### src/design/qrd_map.vh
// Field positions, encodings and timing counts for the queued read field decoder
`ifndef QRD_MAP_VH
`define QRD_MAP_VH
`define PCLASS_NORMAL 2'h0
`define PCLASS_ISOCH 2'h1
`define PCLASS_HIGH 2'h2
`define PCLASS_LSB 6
`define TAG_LSB 3
`define FMA_BIT 7
`define DL_COARSE_BIT 7
`define CLK_NS 10
`define FINE_UNIT_MS 10
`define COARSE_UNIT_MS 500
`define FINE_UNIT_CYC (`FINE_UNIT_MS * 1000000 / `CLK_NS)
`define COARSE_UNIT_CYC (`COARSE_UNIT_MS * 1000000 / `CLK_NS)
`endif

### src/design/deadline_timer.v
// Deadline timer: counts interval ticks up to the decoded time limit
`timescale 1ns/1ps
`include "qrd_map.vh"
module deadline_timer #(
   parameter FINE_CYC = `FINE_UNIT_CYC,
   parameter COARSE_CYC = `COARSE_UNIT_CYC
)(
   input wire clk_sys,
   input wire rst_n,
   input wire start,
   input wire stop,
   input wire coarse,
   input wire [6:0] limit_m1,
   output reg running,
   output reg expired
);
   reg [25:0] div;
   reg [7:0] ticks;
   reg [7:0] limit;
   reg is_coarse;
   wire [25:0] unit_m1 = is_coarse ? COARSE_CYC[25:0] - 26'h1 : FINE_CYC[25:0] - 26'h1;
   wire tick = running && (div == unit_m1);
   // ==========================================
   // Interval divider and limit counter
   always @(posedge clk_sys)
   begin
      if (!rst_n)
      begin
         running <= 1'b0;
         expired <= 1'b0;
         div <= 26'h0;
         ticks <= 8'h0;
         limit <= 8'h0;
         is_coarse <= 1'b0;
      end
      else if (start)
      begin
         running <= 1'b1;
         expired <= 1'b0;
         div <= 26'h0;
         ticks <= 8'h0;
         limit <= {1'b0, limit_m1} + 8'h1; // see R5
         is_coarse <= coarse;
      end
      else if (stop)
      begin
         running <= 1'b0;
         expired <= 1'b0;
         div <= 26'h0;
         ticks <= 8'h0;
      end
      else if (running)
      begin
         div <= tick ? 26'h0 : div + 26'h1;
         if (tick)
         begin
            ticks <= ticks + 8'h1;
            if (ticks + 8'h1 == limit)
            begin
               running <= 1'b0;
               expired <= 1'b1;
            end
         end
      end
   end
endmodule // deadline_timer

### src/design/queued_read_field_decode.v
// Decoder for queued read command fields: address, priority, deadline, media access
// Contract
// Deadline code only used when priority class is 01b.
// Host fills deadline code per intended completion deadline.
// By default an expired command keeps running and completes quickly.
// Host may select abort of expired commands if supported.
// Top bit zero: limit is (low seven bits plus one) times 10 ms.
// Top bit one: limit is (low seven bits plus one) times 0.5 s.
// Force-media-access one: always read from media, bypass buffer.
// Force-media-access zero: cache or media may supply data.
// Cylinder fields carry address bits 15:8, 23:16, 39:32, 47:40.
// Priority 00b normal, 01b isochronous, 10b high; meet isochronous deadlines.
// Host gives unique tags in bits 7 to 3 within queue depth.
`timescale 1ns/1ps
`include "qrd_map.vh"
module queued_read_field_decode #(
   parameter FINE_CYC = `FINE_UNIT_CYC,
   parameter COARSE_CYC = `COARSE_UNIT_CYC
)(
   input wire clk_sys,
   input wire rst_n,
   input wire cmd_valid,
   input wire [7:0] sector_num_cur,
   input wire [7:0] sector_num_prev,
   input wire [7:0] cyl_low_cur,
   input wire [7:0] cyl_low_prev,
   input wire [7:0] cyl_high_cur,
   input wire [7:0] cyl_high_prev,
   input wire [7:0] sector_count_cur,
   input wire [7:0] sector_count_prev,
   input wire [7:0] deadline_code_slot,
   input wire [7:0] device_head,
   input wire abort_on_expiry,
   input wire cmd_done,
   output reg [47:0] lba,
   output reg [4:0] tag,
   output reg [1:0] priority_class,
   output reg is_high,
   output reg is_isoch,
   output reg force_media_access,
   output reg cache_allowed,
   output reg deadline_active,
   output reg deadline_coarse,
   output reg [6:0] deadline_limit_m1,
   output reg deadline_expired,
   output reg cmd_abort,
   output reg cmd_busy
);
   localparam ST_IDLE = 2'h0;
   localparam ST_RUN = 2'h1;
   localparam ST_LATE = 2'h2;
   reg [1:0] state;
   reg next_coarse;
   reg [6:0] next_limit_m1;
   reg next_fma;
   wire [1:0] pclass_in = sector_count_prev[`PCLASS_LSB+1:`PCLASS_LSB];
   wire [4:0] tag_in = sector_count_cur[7:`TAG_LSB];
   wire [1:0] flags_in;
   wire isoch_in;
   wire high_in;
   wire [7:0] addr_byte [0:5];
   wire [47:0] lba_in;
   wire tmr_expired;
   wire take = cmd_valid && (state == ST_IDLE);
   genvar gi;
   // ==========================================
   // Priority class decode, bit 0 isochronous, bit 1 high
   function [1:0] class_flags;
      input [1:0] pclass;
      begin
         // Reserved class 11b falls to normal handling
         case (pclass)
            `PCLASS_ISOCH: class_flags = 2'h1;
            `PCLASS_HIGH: class_flags = 2'h2;
            default: class_flags = 2'h0;
         endcase
      end
   endfunction
   assign flags_in = class_flags(pclass_in);
   assign isoch_in = flags_in[0]; // see R1
   assign high_in = flags_in[1];
   // ==========================================
   // Address assembly from the six address fields
   assign addr_byte[0] = sector_num_cur;
   assign addr_byte[1] = cyl_low_cur;
   assign addr_byte[2] = cyl_high_cur;
   assign addr_byte[3] = sector_num_prev;
   assign addr_byte[4] = cyl_low_prev;
   assign addr_byte[5] = cyl_high_prev;
   generate
      for (gi = 0; gi < 6; gi = gi + 1)
      begin : g_addr
         assign lba_in[gi*8+7:gi*8] = addr_byte[gi];
      end
   endgenerate
   // ==========================================
   // Deadline fields of the offered command, cleared unless isochronous
   always @*
   begin
      next_coarse = 1'b0;
      next_limit_m1 = 7'h0;
      next_fma = device_head[`FMA_BIT];
      if (isoch_in)
      begin
         next_coarse = deadline_code_slot[`DL_COARSE_BIT]; // see R5
         next_limit_m1 = deadline_code_slot[6:0];
      end
   end
   // ==========================================
   // Deadline timer, started for isochronous commands only
   deadline_timer #(
      .FINE_CYC(FINE_CYC),
      .COARSE_CYC(COARSE_CYC)
   ) u_timer (
      .clk_sys(clk_sys),
      .rst_n(rst_n),
      .start(take && isoch_in),
      .stop(cmd_done || cmd_abort),
      .coarse(next_coarse), // see R5
      .limit_m1(next_limit_m1),
      .running(),
      .expired(tmr_expired)
   );
   // ==========================================
   // Field capture on command acceptance
   always @(posedge clk_sys)
   begin
      if (!rst_n)
      begin
         lba <= 48'h0;
         tag <= 5'h0;
         priority_class <= `PCLASS_NORMAL;
         is_high <= 1'b0;
         is_isoch <= 1'b0;
         force_media_access <= 1'b0;
         cache_allowed <= 1'b1;
         deadline_coarse <= 1'b0;
         deadline_limit_m1 <= 7'h0;
      end
      else if (take)
      begin
         lba <= lba_in;
         tag <= tag_in;
         priority_class <= pclass_in;
         is_high <= high_in;
         is_isoch <= isoch_in;
         force_media_access <= next_fma;
         cache_allowed <= ~next_fma;
         deadline_coarse <= next_coarse;
         deadline_limit_m1 <= next_limit_m1;
      end
   end
   // ==========================================
   // Command lifetime and expiry handling
   always @(posedge clk_sys)
   begin
      if (!rst_n)
      begin
         state <= ST_IDLE;
         cmd_busy <= 1'b0;
         cmd_abort <= 1'b0;
         deadline_active <= 1'b0;
         deadline_expired <= 1'b0;
      end
      else
      begin
         cmd_abort <= 1'b0;
         case (state)
            ST_IDLE:
            begin
               // Fields and timer start on the same edge
               if (take)
               begin
                  state <= ST_RUN;
                  cmd_busy <= 1'b1;
                  deadline_active <= isoch_in;
                  deadline_expired <= 1'b0;
               end
            end
            ST_RUN:
            begin
               // Completion wins over a same-cycle expiry
               if (cmd_done)
               begin
                  state <= ST_IDLE;
                  cmd_busy <= 1'b0;
                  deadline_active <= 1'b0;
               end
               else if (tmr_expired)
               begin
                  deadline_active <= 1'b0;
                  deadline_expired <= 1'b1;
                  // Abort only when the host selected it
                  if (abort_on_expiry)
                  begin
                     state <= ST_IDLE;
                     cmd_busy <= 1'b0;
                     cmd_abort <= 1'b1;
                  end
                  else
                  begin
                     state <= ST_LATE;
                  end
               end
            end
            ST_LATE:
            begin
               // Late command still runs to completion
               if (cmd_done)
               begin
                  state <= ST_IDLE;
                  cmd_busy <= 1'b0;
               end
            end
            default:
            begin
               // Unused code recovers to idle
               state <= ST_IDLE;
            end
         endcase
      end
   end
endmodule // queued_read_field_decode
### config.mk
export PLATFORM = sky130hd
export DESIGN_NAME = queued_read_field_decode
export DESIGN_NICKNAME = d
export VERILOG_FILES = /design/src/design/deadline_timer.v /design/src/design/queued_read_field_decode.v
export VERILOG_INCLUDE_DIRS = /design/src /design/src/design
export SDC_FILE = /design/constraint.sdc
export NUM_CORES = 1
export LEC_CHECK = 0
export BUFFER_PORTS_ARGS = -buffer_cell sky130_fd_sc_hd__buf_2
export CAP_MARGIN = 10
export CORE_ASPECT_RATIO = 0.75
export CORE_UTILIZATION = 40
export DETAILED_ROUTE_END_ITERATION = 6
export HOLD_SLACK_MARGIN = 0.05
export PLACE_DENSITY = 0.73
export SLEW_MARGIN = 20
export SYNTH_ARGS = -nofsm -noshare
export SYNTH_HDL_FRONTEND = slang
export SYNTH_HIERARCHICAL = 1
export SYNTH_SLANG_ARGS = --single-unit
### constraint.sdc
create_clock -name clk_sys -period 2.6 [get_ports clk_sys]
set_clock_uncertainty 0.2 [all_clocks]
set_input_delay 0.39 -clock clk_sys [delete_from_list [all_inputs] [get_ports clk_sys]]
set_output_delay 0.39 -clock clk_sys [all_outputs]
set_load 0.02 [all_outputs]
; ---- Yosys cells after proc, flatten, opt, wreduce, memory -nomap -nowiden
; Cells that the tools add are included.
[op_classes]
addsub = 3
n_eq_ne = 12
mux = 31
bitwise = 4
reduce_logical = 15
[ops]
columns = cell, n
row1 = $mux 26, 2
row2 = $add 26x1->26 const B, 1
row3 = $eq 26x26->1, 1
row4 = $mux 1, 18
row5 = $mux 2, 5
row6 = $reduce_and 3->1, 3
row7 = $add 7x1->8 const B, 1
row8 = $add 8x1->8 const B, 1
row9 = $eq 8x8->1, 1
row10 = $mux 7, 1
row11 = $ne 2x2->1 const B, 3
row12 = $pmux 2 s3, 1
row13 = $reduce_and 5->1, 1
row14 = $eq 2x1->1 const B, 2
row15 = $eq 2x2->1 const B, 2
row16 = $not 1->1, 4
row17 = $pmux 1 s2, 2
row18 = $pmux 2 s2, 1
row19 = $reduce_and 4->1, 1
row20 = $reduce_or 4->1, 1
row21 = $logic_and 1x1->1, 3
row22 = $ne 3x2->1 const B, 1
row23 = $ne 3x3->1 const B, 1
row24 = $pmux 1 s3, 1
row25 = other kinds (7), 7
[totals]
register_bits = 118
in_bits = 85
out_inout_bits = 71
word_cells = 85

; ---- Longest topological paths before layout
; Gate-level depths: netlist of the first run.
[depth]
word_depth = 7
mapped_depth = 9
mapped_depth_nobuf = 7

; ---- Hierarchy
; The synthesis of the first run kept the hierarchy.
[by_module_without_submodules]
columns = module, instances, cells_each, area_each_um2, seq_area_each_um2
row1 = queued_read_field_decode, 1, 338, 2738.9, 1461.4
row2 = deadline_timer, 1, 270, 2359.8, 900.9

; ---- Worst setup path before layout of the first run
; OpenSTA, ideal clock, no wires.
[synth_timing]
path_type = reg-to-reg
start = register u_timer.div[16]
end = register u_timer.div[14]
setup_time_ps = 115
t_arrival_ps = 1992
required_time_ps = 2285
setup_slack_ps = 294
stages_incl_launch_ff = 7
path_buffers = 1
period_less_slack_ps = 2306
cell_sequence = dfxtp_1 > or4b_1 > or4_4 > a211oi_4 > nand2b_1 > buf_4 > nor2_1
[synth_via]
elab_chain_len = 3
[synth_rtl]
columns = item, line_no
row1 = from (decl), deadline_timer.v:17  ; reg [25:0] div;
row2 = from (signal assigned), deadline_timer.v:54  ; div <= tick ? 26'h0 : div + 26'h1;
row3 = $eq 26x26->1, deadline_timer.v:22  ; wire tick = running && (div == unit_m1);
row4 = $logic_and 1x1->1, deadline_timer.v:22
row5 = $mux 26, deadline_timer.v:54
; Every way passes these cells.
; A chain may end at the register's enable or synchronous reset.

; ---- Worst setup path in the final report of the first run
[layout_timing]
start = register u_timer.div[9]
end = register u_timer.ticks[1]
[layout_via]
elab_chain_len = 3
[layout_rtl]
columns = item, line_no
row1 = $eq 26x26->1, deadline_timer.v:22
row2 = $logic_and 1x1->1, deadline_timer.v:22
row3 = $reduce_and 2->1 (no source line), -
row4 = to (signal assigned), deadline_timer.v:57  ; ticks <= ticks + 8'h1;
row5 = to (decl), deadline_timer.v:18  ; reg [7:0] ticks;
; Every way passes these cells.

==> results.py, run 1 <==
metrics = {
    "placed_design": {
        "post-place-ws_ns": 0.2257,
        "port-buffer-count": 139,
        "hpwl_mm": 8.637,
        "globalplace.congestion": 0.8175,
        "dp.cells": 900,
    },
    "floorplanning": {
        "ioPinCount": 156,
        "die_x_um": 132.4,
        "die_h_um": 99.78,
        "placementRows": 35,
        "die_area_um2": 13210,
        "initial_core_util_pct": 41.29,
        "core_um2": 12350,
    },
    "layout": {
        "nets": 903,
        "drive_above_1_share_pct": 24.45,
        "stdcell_count": 988,
        "area_growth_pct": 41.72,
        "antenna_cells": 0,
    },
    "critical_path": {
        "crit-reg2reg-launch": "u_timer/div[9]$_SDFFE_PP0P_",
        "critPathKind": "reg -> reg",
        "reg2reg_depth": 6,
        "endpoint": "u_timer/ticks[1]$_SDFFE_PP0P_",
        "crit_fanout": 4,
        "reg2reg_slack_ns": 0.20,
        "cp-startpoint": "u_timer/div[9]$_SDFFE_PP0P_",
        "required_ns": 2.68,
        "regToRegEndpoint": "u_timer/ticks[1]$_SDFFE_PP0P_",
        "start_kind": "flop",
        "arrival_ns": 2.48,
        "endpoint_kind": "flop",
    },
    "run": {
        "cap_violations": 0,
    },
    "clock_tree": {
        "clockBufferDepth": 2,
        "cts_num_sinks": 118,
        "cts_tree": "done",
        "cts_repair_resize_count": 0,
        "cts_inserted_buffers": 17,
        "h-tree-depth": 4,
        "clk_latency_ns": 0.41,
        "cts.clk_slew.worst_paths_ns": 0.06,
        "cts-root-buf": "clkbuf_16",
    },
    "power_and_ir_drop": {
        "pwr-share-clk_pct": 48.8,
        "swShare_pct": 25.56,
        "powerDensity_nw_per_um2": 715.1,
        "ir_drop_v": 0.0004384,
        "p_comb_share_pct": 13.3,
        "p_switching_w": 0.001321,
        "p_int_w": 0.003846,
        "seqPwrFrac_pct": 37.9,
        "finalPower_w": 0.005167,
        "p_leak_nw": 2.992,
    },
    "route": {
        "drtPass1Iterations": 5,
        "finalWirelength_mm": 13.80,
        "routed_via_density": 4.975,
        "drc": 0,
        "vias": 4915,
        "routed_wire_length_per_instance_um": 13.97,
        "drt_iter0_drc": 289,
        "postRouteAntennaNets": 0,
    },
    "synth": {
        "avgSynthCellArea_um2": 8.386,
        "ys_seq_area_share_pct": 46.33,
        "yosysWarningCount": 6,
        "synth_cells": 608,
        "synth_nets": 702,
        "yosys_register_bits": 118,
        "synthArstFlopShare_pct": 0,
        "synth_edf_count": 0,
        "syn_area_um2": 5099,
        "synth_ff_type": "dfxtp_1",
        "synth.distinct_cells": 52,
    },
    "run_status": {
        "status": "completed",
    },
    "global_routing": {
        "grt_use_total_pct": 20.94,
        "grt_max_degree": 66,
        "grt_pass1_wl_mm": 21.82,
        "grt_pass1_vias": 4475,
        "grt_remaining_overflow": 0,
        "antenna_found_initial": 0,
    },
    "sta": {
        "fin_ws_ns": 0.1965,
        "fin_crit_ns": 2.403,
        "max_freq_mhz": 416.1,
        "finalCritPeriodShare_pct": 92.44,
        "fin_tns_setup_ns": 0,
        "rsz0062_at_grt": "false",
        "slew_headroom_pct": 53.97,
        "hold_viol": 0,
        "worst_slew_pin_slew_ns": 0.6905,
        "setup_viol_count_final": 0,
        "slew_viol_final": 0,
    },
    "worst_hold_path": {
        "hp-class": "in -> reg",
    },
}
-- critical path, cell delays in order (launching register included) --
cell and delay [ns]:
dfxtp_1 0.35, or4b_1 0.53, or4_4 0.49, a211oi_4 0.30
buf_4 0.18, mux2i_1 0.18, nor2_1 0.05
-- per-layer routing --
metal | vias up | wire length [um] | track usage [%]
met4 | 0 | 345 | 9.903
li1 | 2469 | - | -
met1 | 2266 | 6492 | 27.69
met5 | - | 0 | 0
met2 | 153 | 6283 | 31.98
met3 | 27 | 678 | 5.505
-- worst min-delay path by stage --
stage	startpoint	endpoint	slack, ns	depth (start not counted)
after floorplan	rst_n	cache_allowed$_SDFFE_PN1P_	0.25	1
after global placement	lba[16]$_SDFFE_PN0P_	lba[16]$_SDFFE_PN0P_	0.24	2
after detailed placement	lba[30]$_SDFFE_PN0P_	lba[30]$_SDFFE_PN0P_	0.24	2
after CTS	sector_count_prev[7]	priority_class[1]$_SDFFE_PN0P_	0.05	3
after global routing	sector_count_prev[7]	priority_class[1]$_SDFFE_PN0P_	0.06	3
final	sector_count_prev[7]	priority_class[1]$_SDFFE_PN0P_	0.07	3
-- power by group through the flow --
stage	Clock (W)	Sequential [W]	Combinational, W
2_1_floorplan	0	0.00209	0.000296
3_3_place_gp	0	0.00199	0.000606
3_5_place_dp	0	0.00199	0.000612
4_1_cts	0.00256	0.00196	0.000679
5_1_grt	0.00266	0.00197	0.000748
6_report	0.00252	0.00196	0.000687
-- cells by family (layout without fill, tap and decap cells) --
kind of cell	count (synthesis)	after routing	share of synthesized area (%)
buffers and inverters	44	258	4.123
AOI/OAI and AO/OA	101	101	12.00
and+or+nand+nor	289	289	27.12
DFF	118	118	46.33
muxes	6	6	1.178
adders and majority gates	9	9	2.209
xor gates and xnor gates	41	41	7.043
-- per-stage QoR --
stage	utilization, %	cell area (um2)	hold WS (ns)
after floorplan	-	5099	0.2519
after global placement	48.72	6017	0.2391
after detailed placement	48.72	6017	0.2449
after CTS	58.51	7226	0.05376
after global routing	58.51	7226	0.06231
final	58.51	7226	0.06706
-- layout by cell type, fill, tap and decap left out, types with 3 or more instances in the layout --
cell type,synthesis,final
nor2_1,41,41
mux2i_1,6,6
clkinv_4,0,4
nor4b_1,5,5
and2_1,12,11
xor2_1,14,14
nand2_1,144,143
nand2b_1,6,6
bufinv_16,0,4
dfxtp_1,118,118
ha_1,9,9
inv_1,13,12
buf_12,0,3
xnor2_1,27,27
a2111oi_2,3,3
clkbuf_16,0,17
buf_4,8,15
a21oi_1,76,76
o211a_1,3,3
buf_2,6,139
nor3_1,13,13
clkinvlp_4,0,3
dlygate4sd3_1,0,56
nor4_1,5,5
and4_1,5,5
a211oi_1,4,4
nand4_1,8,8
and3_1,3,3
nor2b_1,5,5
nand3_1,24,24
-- what timing repair did --
action,4_1_cts,5_1_grt
hold buffers,56,0
setup buffers,0,0
endpoints found under the hold margin,56,0
-- layout make-up --
| type | count | area (um2) |
|---|---|---|
| sequential | 118 | 2362 |
| inverter | 13 | 48.80 |
| tap | 166 | 207.7 |
| clock inverter | 13 | 195.2 |
| timing repair buffer | 213 | 1429 |
| multi-input combinational | 446 | 2530 |
| clock buffer | 19 | 452.9 |
| fill | 1039 | 5124 |
-- flip-flops by register name, summed over array words and instances (netlist names), 2 cells and up --
signal	count
deadline_limit_m1	7
lba	48
priority_class	2
state	2
tag	5
u_timer/div	26
u_timer/limit	8
u_timer/ticks	8
-- synth_stat cells, types with 2 or more instances --
library cell / number / area share [%]
or3b_1: 2 / 0.34
buf_1: 5 / 0.37
and4_1: 5 / 0.86
a211oi_1: 4 / 0.59
a311oi_1: 2 / 0.34
dfxtp_1: 118 / 46
nor2_1: 41 / 3.0
nand2_1: 144 / 11
nand2b_1: 6 / 0.74
inv_1: 13 / 0.96
xnor2_1: 27 / 4.6
nor4b_1: 5 / 0.86
and3_1: 3 / 0.37
o21ai_0: 2 / 0.20
or3_1: 2 / 0.25
nand4_1: 8 / 0.98
ha_1: 9 / 2.2
buf_4: 8 / 1.2
nor2b_1: 5 / 0.61
o21a_1: 2 / 0.29
buf_2: 6 / 0.59
a21oi_1: 76 / 7.5
mux2i_1: 6 / 1.2
xor2_1: 14 / 2.4
o211a_1: 3 / 0.59
nor3b_1: 2 / 0.29
a2111oi_2: 3 / 0.88
clkbuf_1: 11 / 0.81
or4b_1: 2 / 0.39
nand3_1: 24 / 2.4
nor3_1: 13 / 1.3
a21o_1: 2 / 0.29
nor4_1: 5 / 0.61
and2_1: 12 / 1.5
(Power assumes the default switching activity.)
==> run 2, diff against run 1 <==
- clock period: 2.6 -> 3 ns (I/O delays scaled with it)
==> run 2 against run 1 <==
  * First-iteration DRC count is 6.6% higher
  * Flip-flop and latch count unchanged
  * Wire length is 11% lower
  * Total power shrank 17%
  * Final area fell by 9.5%
  * Sequential power decreased by 14%
  * Critical path depth unchanged
  * Critical endpoint is now u_timer/running$_SDFF_PN0_
==> results.py, run 2 (synthesis results as in run 1) <==
metrics = {
    "run_status": {
        "status": "completed",
    },
    "critical_path": {
        "required_ns": 3.05,
        "slowest_stage": "a2111oi_0",
        "slowest_delay_ns": 0.71,
        "crit-reg2reg-launch": "u_timer/ticks[0]$_SDFFE_PP0P_",
        "cp-startpoint": "u_timer/ticks[0]$_SDFFE_PP0P_",
        "path_cells": "ha_1, or3b_1, a211oi_1, nor3_1, a2111oi_0, a311oi_1",
        "arrival_ns": 2.78,
        "crit_fanout": 8,
        "critPathKind": "reg -> reg",
        "endpoint_kind": "flop",
        "start_kind": "flop",
    },
    "floorplanning": {
        "core_um2": 12350,
        "placementRows": 35,
        "ioPinCount": 156,
        "die_x_um": 132.4,
        "initial_core_util_pct": 41.29,
        "die_area_um2": 13210,
        "die_h_um": 99.78,
    },
    "layout": {
        "final_common_cell": "nand2_1",
        "layout_common_cells": "143 x nand2_1, 139 x buf_2, 118 x dfxtp_1",
        "nFillCells": 1168,
        "top_regs": "lba (48), u_timer/div (26)",
        "area_growth_pct": 28.29,
        "nets": 837,
        "drive_above_1_share_pct": 25.26,
        "top_register": "lba",
        "antenna_cells": 0,
        "largest_register_ffs": 48,
    },
    "global_routing": {
        "grt_use_total_pct": 18.71,
        "grt_remaining_overflow": 0,
        "grtUsageMet2_pct": 27.45,
        "grt_pass1_vias": 3937,
        "use_met1_pct": 26.46,
        "grt_pass1_wl_mm": 19.65,
        "antenna_found_initial": 0,
        "met3_usage_pct": 3.838,
        "busiest_layer": "met2",
        "grt_max_degree": 66,
    },
    "clock_tree": {
        "clockBufferDepth": 2,
        "hold_buffers": 0,
        "cts_repair_resize_count": 0,
        "cts.clk_slew.worst_paths_ns": 0.06,
        "cts_inserted_buffers": 17,
        "cts_setup_buffers": 0,
        "h-tree-depth": 4,
        "cts_num_sinks": 118,
        "cts_tree": "done",
        "clk_latency_ns": 0.41,
        "cts-root-buf": "clkbuf_16",
    },
    "route": {
        "drc": 0,
        "drtPass1Iterations": 5,
        "drt_iter0_drc": 308,
        "postRouteAntennaNets": 0,
        "finalWirelength_mm": 12.30,
        "routed_via_density": 4.890,
        "routed_wire_length_per_instance_um": 13.34,
        "vias": 4509,
    },
    "sta": {
        "finalCritPeriodShare_pct": 90.84,
        "rsz0062_at_grt": "false",
        "worst_slew_pin_slew_ns": 0.7709,
        "fin_tns_setup_ns": 0,
        "slew_headroom_pct": 47.28,
        "slew_viol_final": 0,
        "hold_viol": 0,
        "setup_viol_count_final": 0,
        "fin_crit_ns": 2.725,
        "max_freq_mhz": 366.9,
    },
    "placed_design": {
        "port-buffer-count": 139,
        "globalplace.congestion": 0.8037,
        "hpwl_mm": 8.345,
    },
    "worst_hold_path": {
        "hp-class": "in -> reg",
        "min_from": "sector_num_prev[2]",
    },
    "power_and_ir_drop": {
        "powerDensity_nw_per_um2": 656.0,
        "finalPower_w": 0.004291,
        "p_leak_nw": 2.690,
        "ir_drop_v": 0.0004386,
    },
    "run": {
        "cap_violations": 0,
    },
}
-- run 2: cell types whose count changed in the layout (fill, tap and decap cells not counted), sizes merged --
| cell | previous run | this run |
|---|---|---|
| inv | 15 | 17 |
| bufinv | 4 | 3 |
| clkbuf | 19 | 18 |
| buf | 157 | 147 |
| dlygate4sd3 | 56 | 0 |
| clkinv | 4 | 5 |
| clkinvlp | 3 | 2 |
-- run 2: worst paths after layout --
check	end	slack (ns)	cells past startpoint
hold / removal	lba[26]$_SDFFE_PN0P_	0.08	3
setup / recovery	u_timer/running$_SDFF_PN0_	0.27	6
setup reg to reg	u_timer/running$_SDFF_PN0_	0.27	6
hold reg to reg	lba[28]$_SDFFE_PN0P_	0.25	2
-- run 2: final cells by class --
type	count	area, um2	share of cell area (%)
well taps	166	207.7	3.175
multi-input cells	446	2530	38.68
flip-flops and latches	118	2362	36.11
repair buffers	147	780.7	11.94
inverters	13	48.80	0.7460
clock inverters	14	172.7	2.640
clock buffers	18	439.2	6.714
-- run 2: power breakdown --
part	switching (W)	internal, W
clock	0.000739	0.00134
combinational	0.000336	0.000187
sequential	0.0000435	0.00165
total	0.00112	0.00317
-- run 2: routing by layer --
layer	up-vias	part of all wire (%)	wire [um]
met1	2039	50	6176
met3	18	4.7	578
met5	-	0	0
met4	0	1.6	202
met2	122	43	5339
li1	2330	-	-
-- run 2: per-stage QoR --
step	setup slack, ns	utilization [%]	hold WS (ns)	instance area (um2)	std cells
global placement	0.4206	48.01	0.2394	5929	890
detailed placement	0.3663	48.01	0.2432	5929	890
CTS	0.3414	52.97	0.06473	6541	922
floorplan	0.6937	-	0.2670	5099	608
finish	0.2748	52.97	0.07832	6541	922
global route	0.1221	52.97	0.07078	6541	922
-- run 2: critical path: cells and delay by family, from the launching register on --
| family | cells | cell delay [ns] |
|---|---|---|
| compound gates | 3 | 1.12 |
| fa+ha+maj | 1 | 0.36 |
| flops | 1 | 0.45 |
| simple gates | 2 | 0.44 |
==> run 3, diff against run 2 <==
- PLACE_DENSITY: 0.73 -> default
- PLACE_DENSITY_LB_ADDON: default -> 0.25
==> run 3 against run 2 <==
  * Count of clock-buffer cells in the layout stayed put
  * Total power is 5.8% lower
  * Non-clock buffer count is 2 higher
  * Critical path type unchanged
  * Critical endpoint unchanged
  * Largest cell class unchanged
==> results.py, run 3 (synthesis results as in run 1) <==
metrics = {
    "clock_tree": {
        "h-tree-depth": 4,
        "clk_latency_ns": 0.41,
        "cts_setup_buffers": 0,
        "cts_repair_resize_count": 0,
        "clockBufferDepth": 2,
        "cts_tree": "done",
        "cts-root-buf": "clkbuf_16",
        "cts.clk_slew.worst_paths_ns": 0.05,
        "cts_inserted_buffers": 17,
        "cts_num_sinks": 118,
        "hold_buffers": 0,
    },
    "route": {
        "postRouteAntennaNets": 0,
        "finalWirelength_mm": 12.33,
        "routed_via_density": 4.925,
        "drc": 0,
        "drt_iter0_drc": 205,
        "routed_wire_length_per_instance_um": 13.34,
        "drtPass1Iterations": 4,
        "vias": 4551,
    },
    "placed_design": {
        "hpwl_mm": 8.799,
        "port-buffer-count": 139,
        "post-place-ws_ns": 0.3959,
        "globalplace.congestion": 0.8172,
    },
    "global_routing": {
        "antenna_found_initial": 0,
        "grt_pass1_vias": 4191,
        "grt_max_degree": 66,
        "grt_remaining_overflow": 0,
        "grt_pass1_wl_mm": 19.87,
        "grt_use_total_pct": 18.64,
    },
    "power_and_ir_drop": {
        "powerDensity_nw_per_um2": 623.3,
        "seqPwrFrac_pct": 42.0,
        "p_int_w": 0.002964,
        "pwr-share-clk_pct": 45.1,
        "finalPower_w": 0.004043,
        "p_leak_nw": 2.652,
        "swShare_pct": 26.70,
        "ir_drop_v": 0.0004927,
        "p_comb_share_pct": 12.9,
        "p_switching_w": 0.001079,
    },
    "sta": {
        "max_freq_mhz": 371.9,
        "worst_slew_pin_slew_ns": 0.7590,
        "setup_viol_count_final": 0,
        "finalCritPeriodShare_pct": 89.64,
        "fin_ws_ns": 0.3109,
        "slew_headroom_pct": 49.22,
        "slew_viol_final": 0,
        "whs_ns": 0.08403,
        "fin_crit_ns": 2.689,
        "hold_viol": 0,
        "fin_tns_setup_ns": 0,
        "rsz0062_at_grt": "false",
    },
    "floorplanning": {
        "ioPinCount": 156,
        "placementRows": 35,
        "die_area_um2": 13210,
        "die_h_um": 99.78,
        "die_x_um": 132.4,
        "core_um2": 12350,
        "initial_core_util_pct": 41.29,
    },
    "worst_hold_path": {
        "whs_path_depth": 3,
        "whs_endpoint": "lba[44]$_SDFFE_PN0P_",
        "min_from": "cyl_high_prev[4]",
        "hp-class": "in -> reg",
    },
    "layout": {
        "drive_above_1_share_pct": 25.33,
        "nets": 839,
        "largest_register_ffs": 48,
        "area_growth_pct": 27.21,
        "final_common_cell": "nand2_1",
        "top_register": "lba",
        "antenna_cells": 0,
        "utilization_pct": 52.52,
        "layout_common_cells": "143 x nand2_1, 139 x buf_2, 118 x dfxtp_1",
        "top_regs": "lba (48), u_timer/div (26)",
    },
    "critical_path": {
        "arrival_ns": 2.76,
        "reg2reg_slack_ns": 0.31,
        "endpoint_kind": "flop",
        "crit_fanout": 8,
        "reg2reg_depth": 6,
        "critPathKind": "reg -> reg",
        "crit-reg2reg-launch": "u_timer/ticks[3]$_SDFFE_PP0P_",
        "required_ns": 3.07,
        "regToRegEndpoint": "u_timer/running$_SDFF_PN0_",
        "start_kind": "flop",
    },
    "run": {
        "cap_violations": 0,
    },
    "run_status": {
        "status": "completed",
    },
}
==> run 3: metrics by stage <==
step           cells  instance area, um2
3_3_place_gp     892                5944
5_1_grt          924                6486
2_1_floorplan    608                5099
6_report         924                6486
4_1_cts          924                6486
3_5_place_dp     892                5944
==> run 3: power by group through the flow <==
stage / logic [W] / registers, W / clock network, W
2_1_floorplan: 0.000257 / 0.00181 / 0
3_3_place_gp: 0.000511 / 0.00172 / 0
3_5_place_dp: 0.000525 / 0.00173 / 0
4_1_cts: 0.000526 / 0.00170 / 0.00187
5_1_grt: 0.000572 / 0.00171 / 0.00196
6_report: 0.000521 / 0.00170 / 0.00182
==> run 3: how the worst max path moves through the flow <==
stage                                              from                           end  slack (ns)
final                     u_timer/ticks[3]$_SDFFE_PP0P_    u_timer/running$_SDFF_PN0_        0.31
after global routing      u_timer/ticks[3]$_SDFFE_PP0P_    u_timer/running$_SDFF_PN0_        0.25
after CTS                 u_timer/ticks[3]$_SDFFE_PP0P_    u_timer/running$_SDFF_PN0_        0.38
after detailed placement  u_timer/ticks[3]$_SDFFE_PP0P_    u_timer/running$_SDFF_PN0_        0.40
after global placement    u_timer/ticks[3]$_SDFFE_PP0P_    u_timer/running$_SDFF_PN0_        0.40
after floorplan            u_timer/div[16]$_SDFFE_PP0P_  u_timer/div[24]$_SDFFE_PP0P_        0.69
==> run 3: area by class of cell <==
cell class / instances / area [um2]
Sequential cell: 118 / 2362
Multi-Input combinational cell: 446 / 2530
Clock buffer: 18 / 429.2
Tap cell: 166 / 207.7
Inverter: 13 / 48.80
Clock inverter: 14 / 112.6
Fill cell: 1167 / 5863
Timing Repair Buffer: 149 / 795.8
==> run 3: worst max-delay path, stage by stage (launching register included) <==
cell and delay (ns):
dfxtp_1 0.52, nand3_1 0.18, o21a_1 0.24, or4b_1 0.49
a2111oi_0 0.63, buf_4 0.22, a311oi_1 0.08
==> run 3: metal layers <==
metal	wire length, um	track usage (%)	up-vias
met4	163	6.543	0
met1	5925	24.94	2103
li1	-	-	2325
met3	545	4.697	15
met2	5693	29.31	108
met5	0	0	-
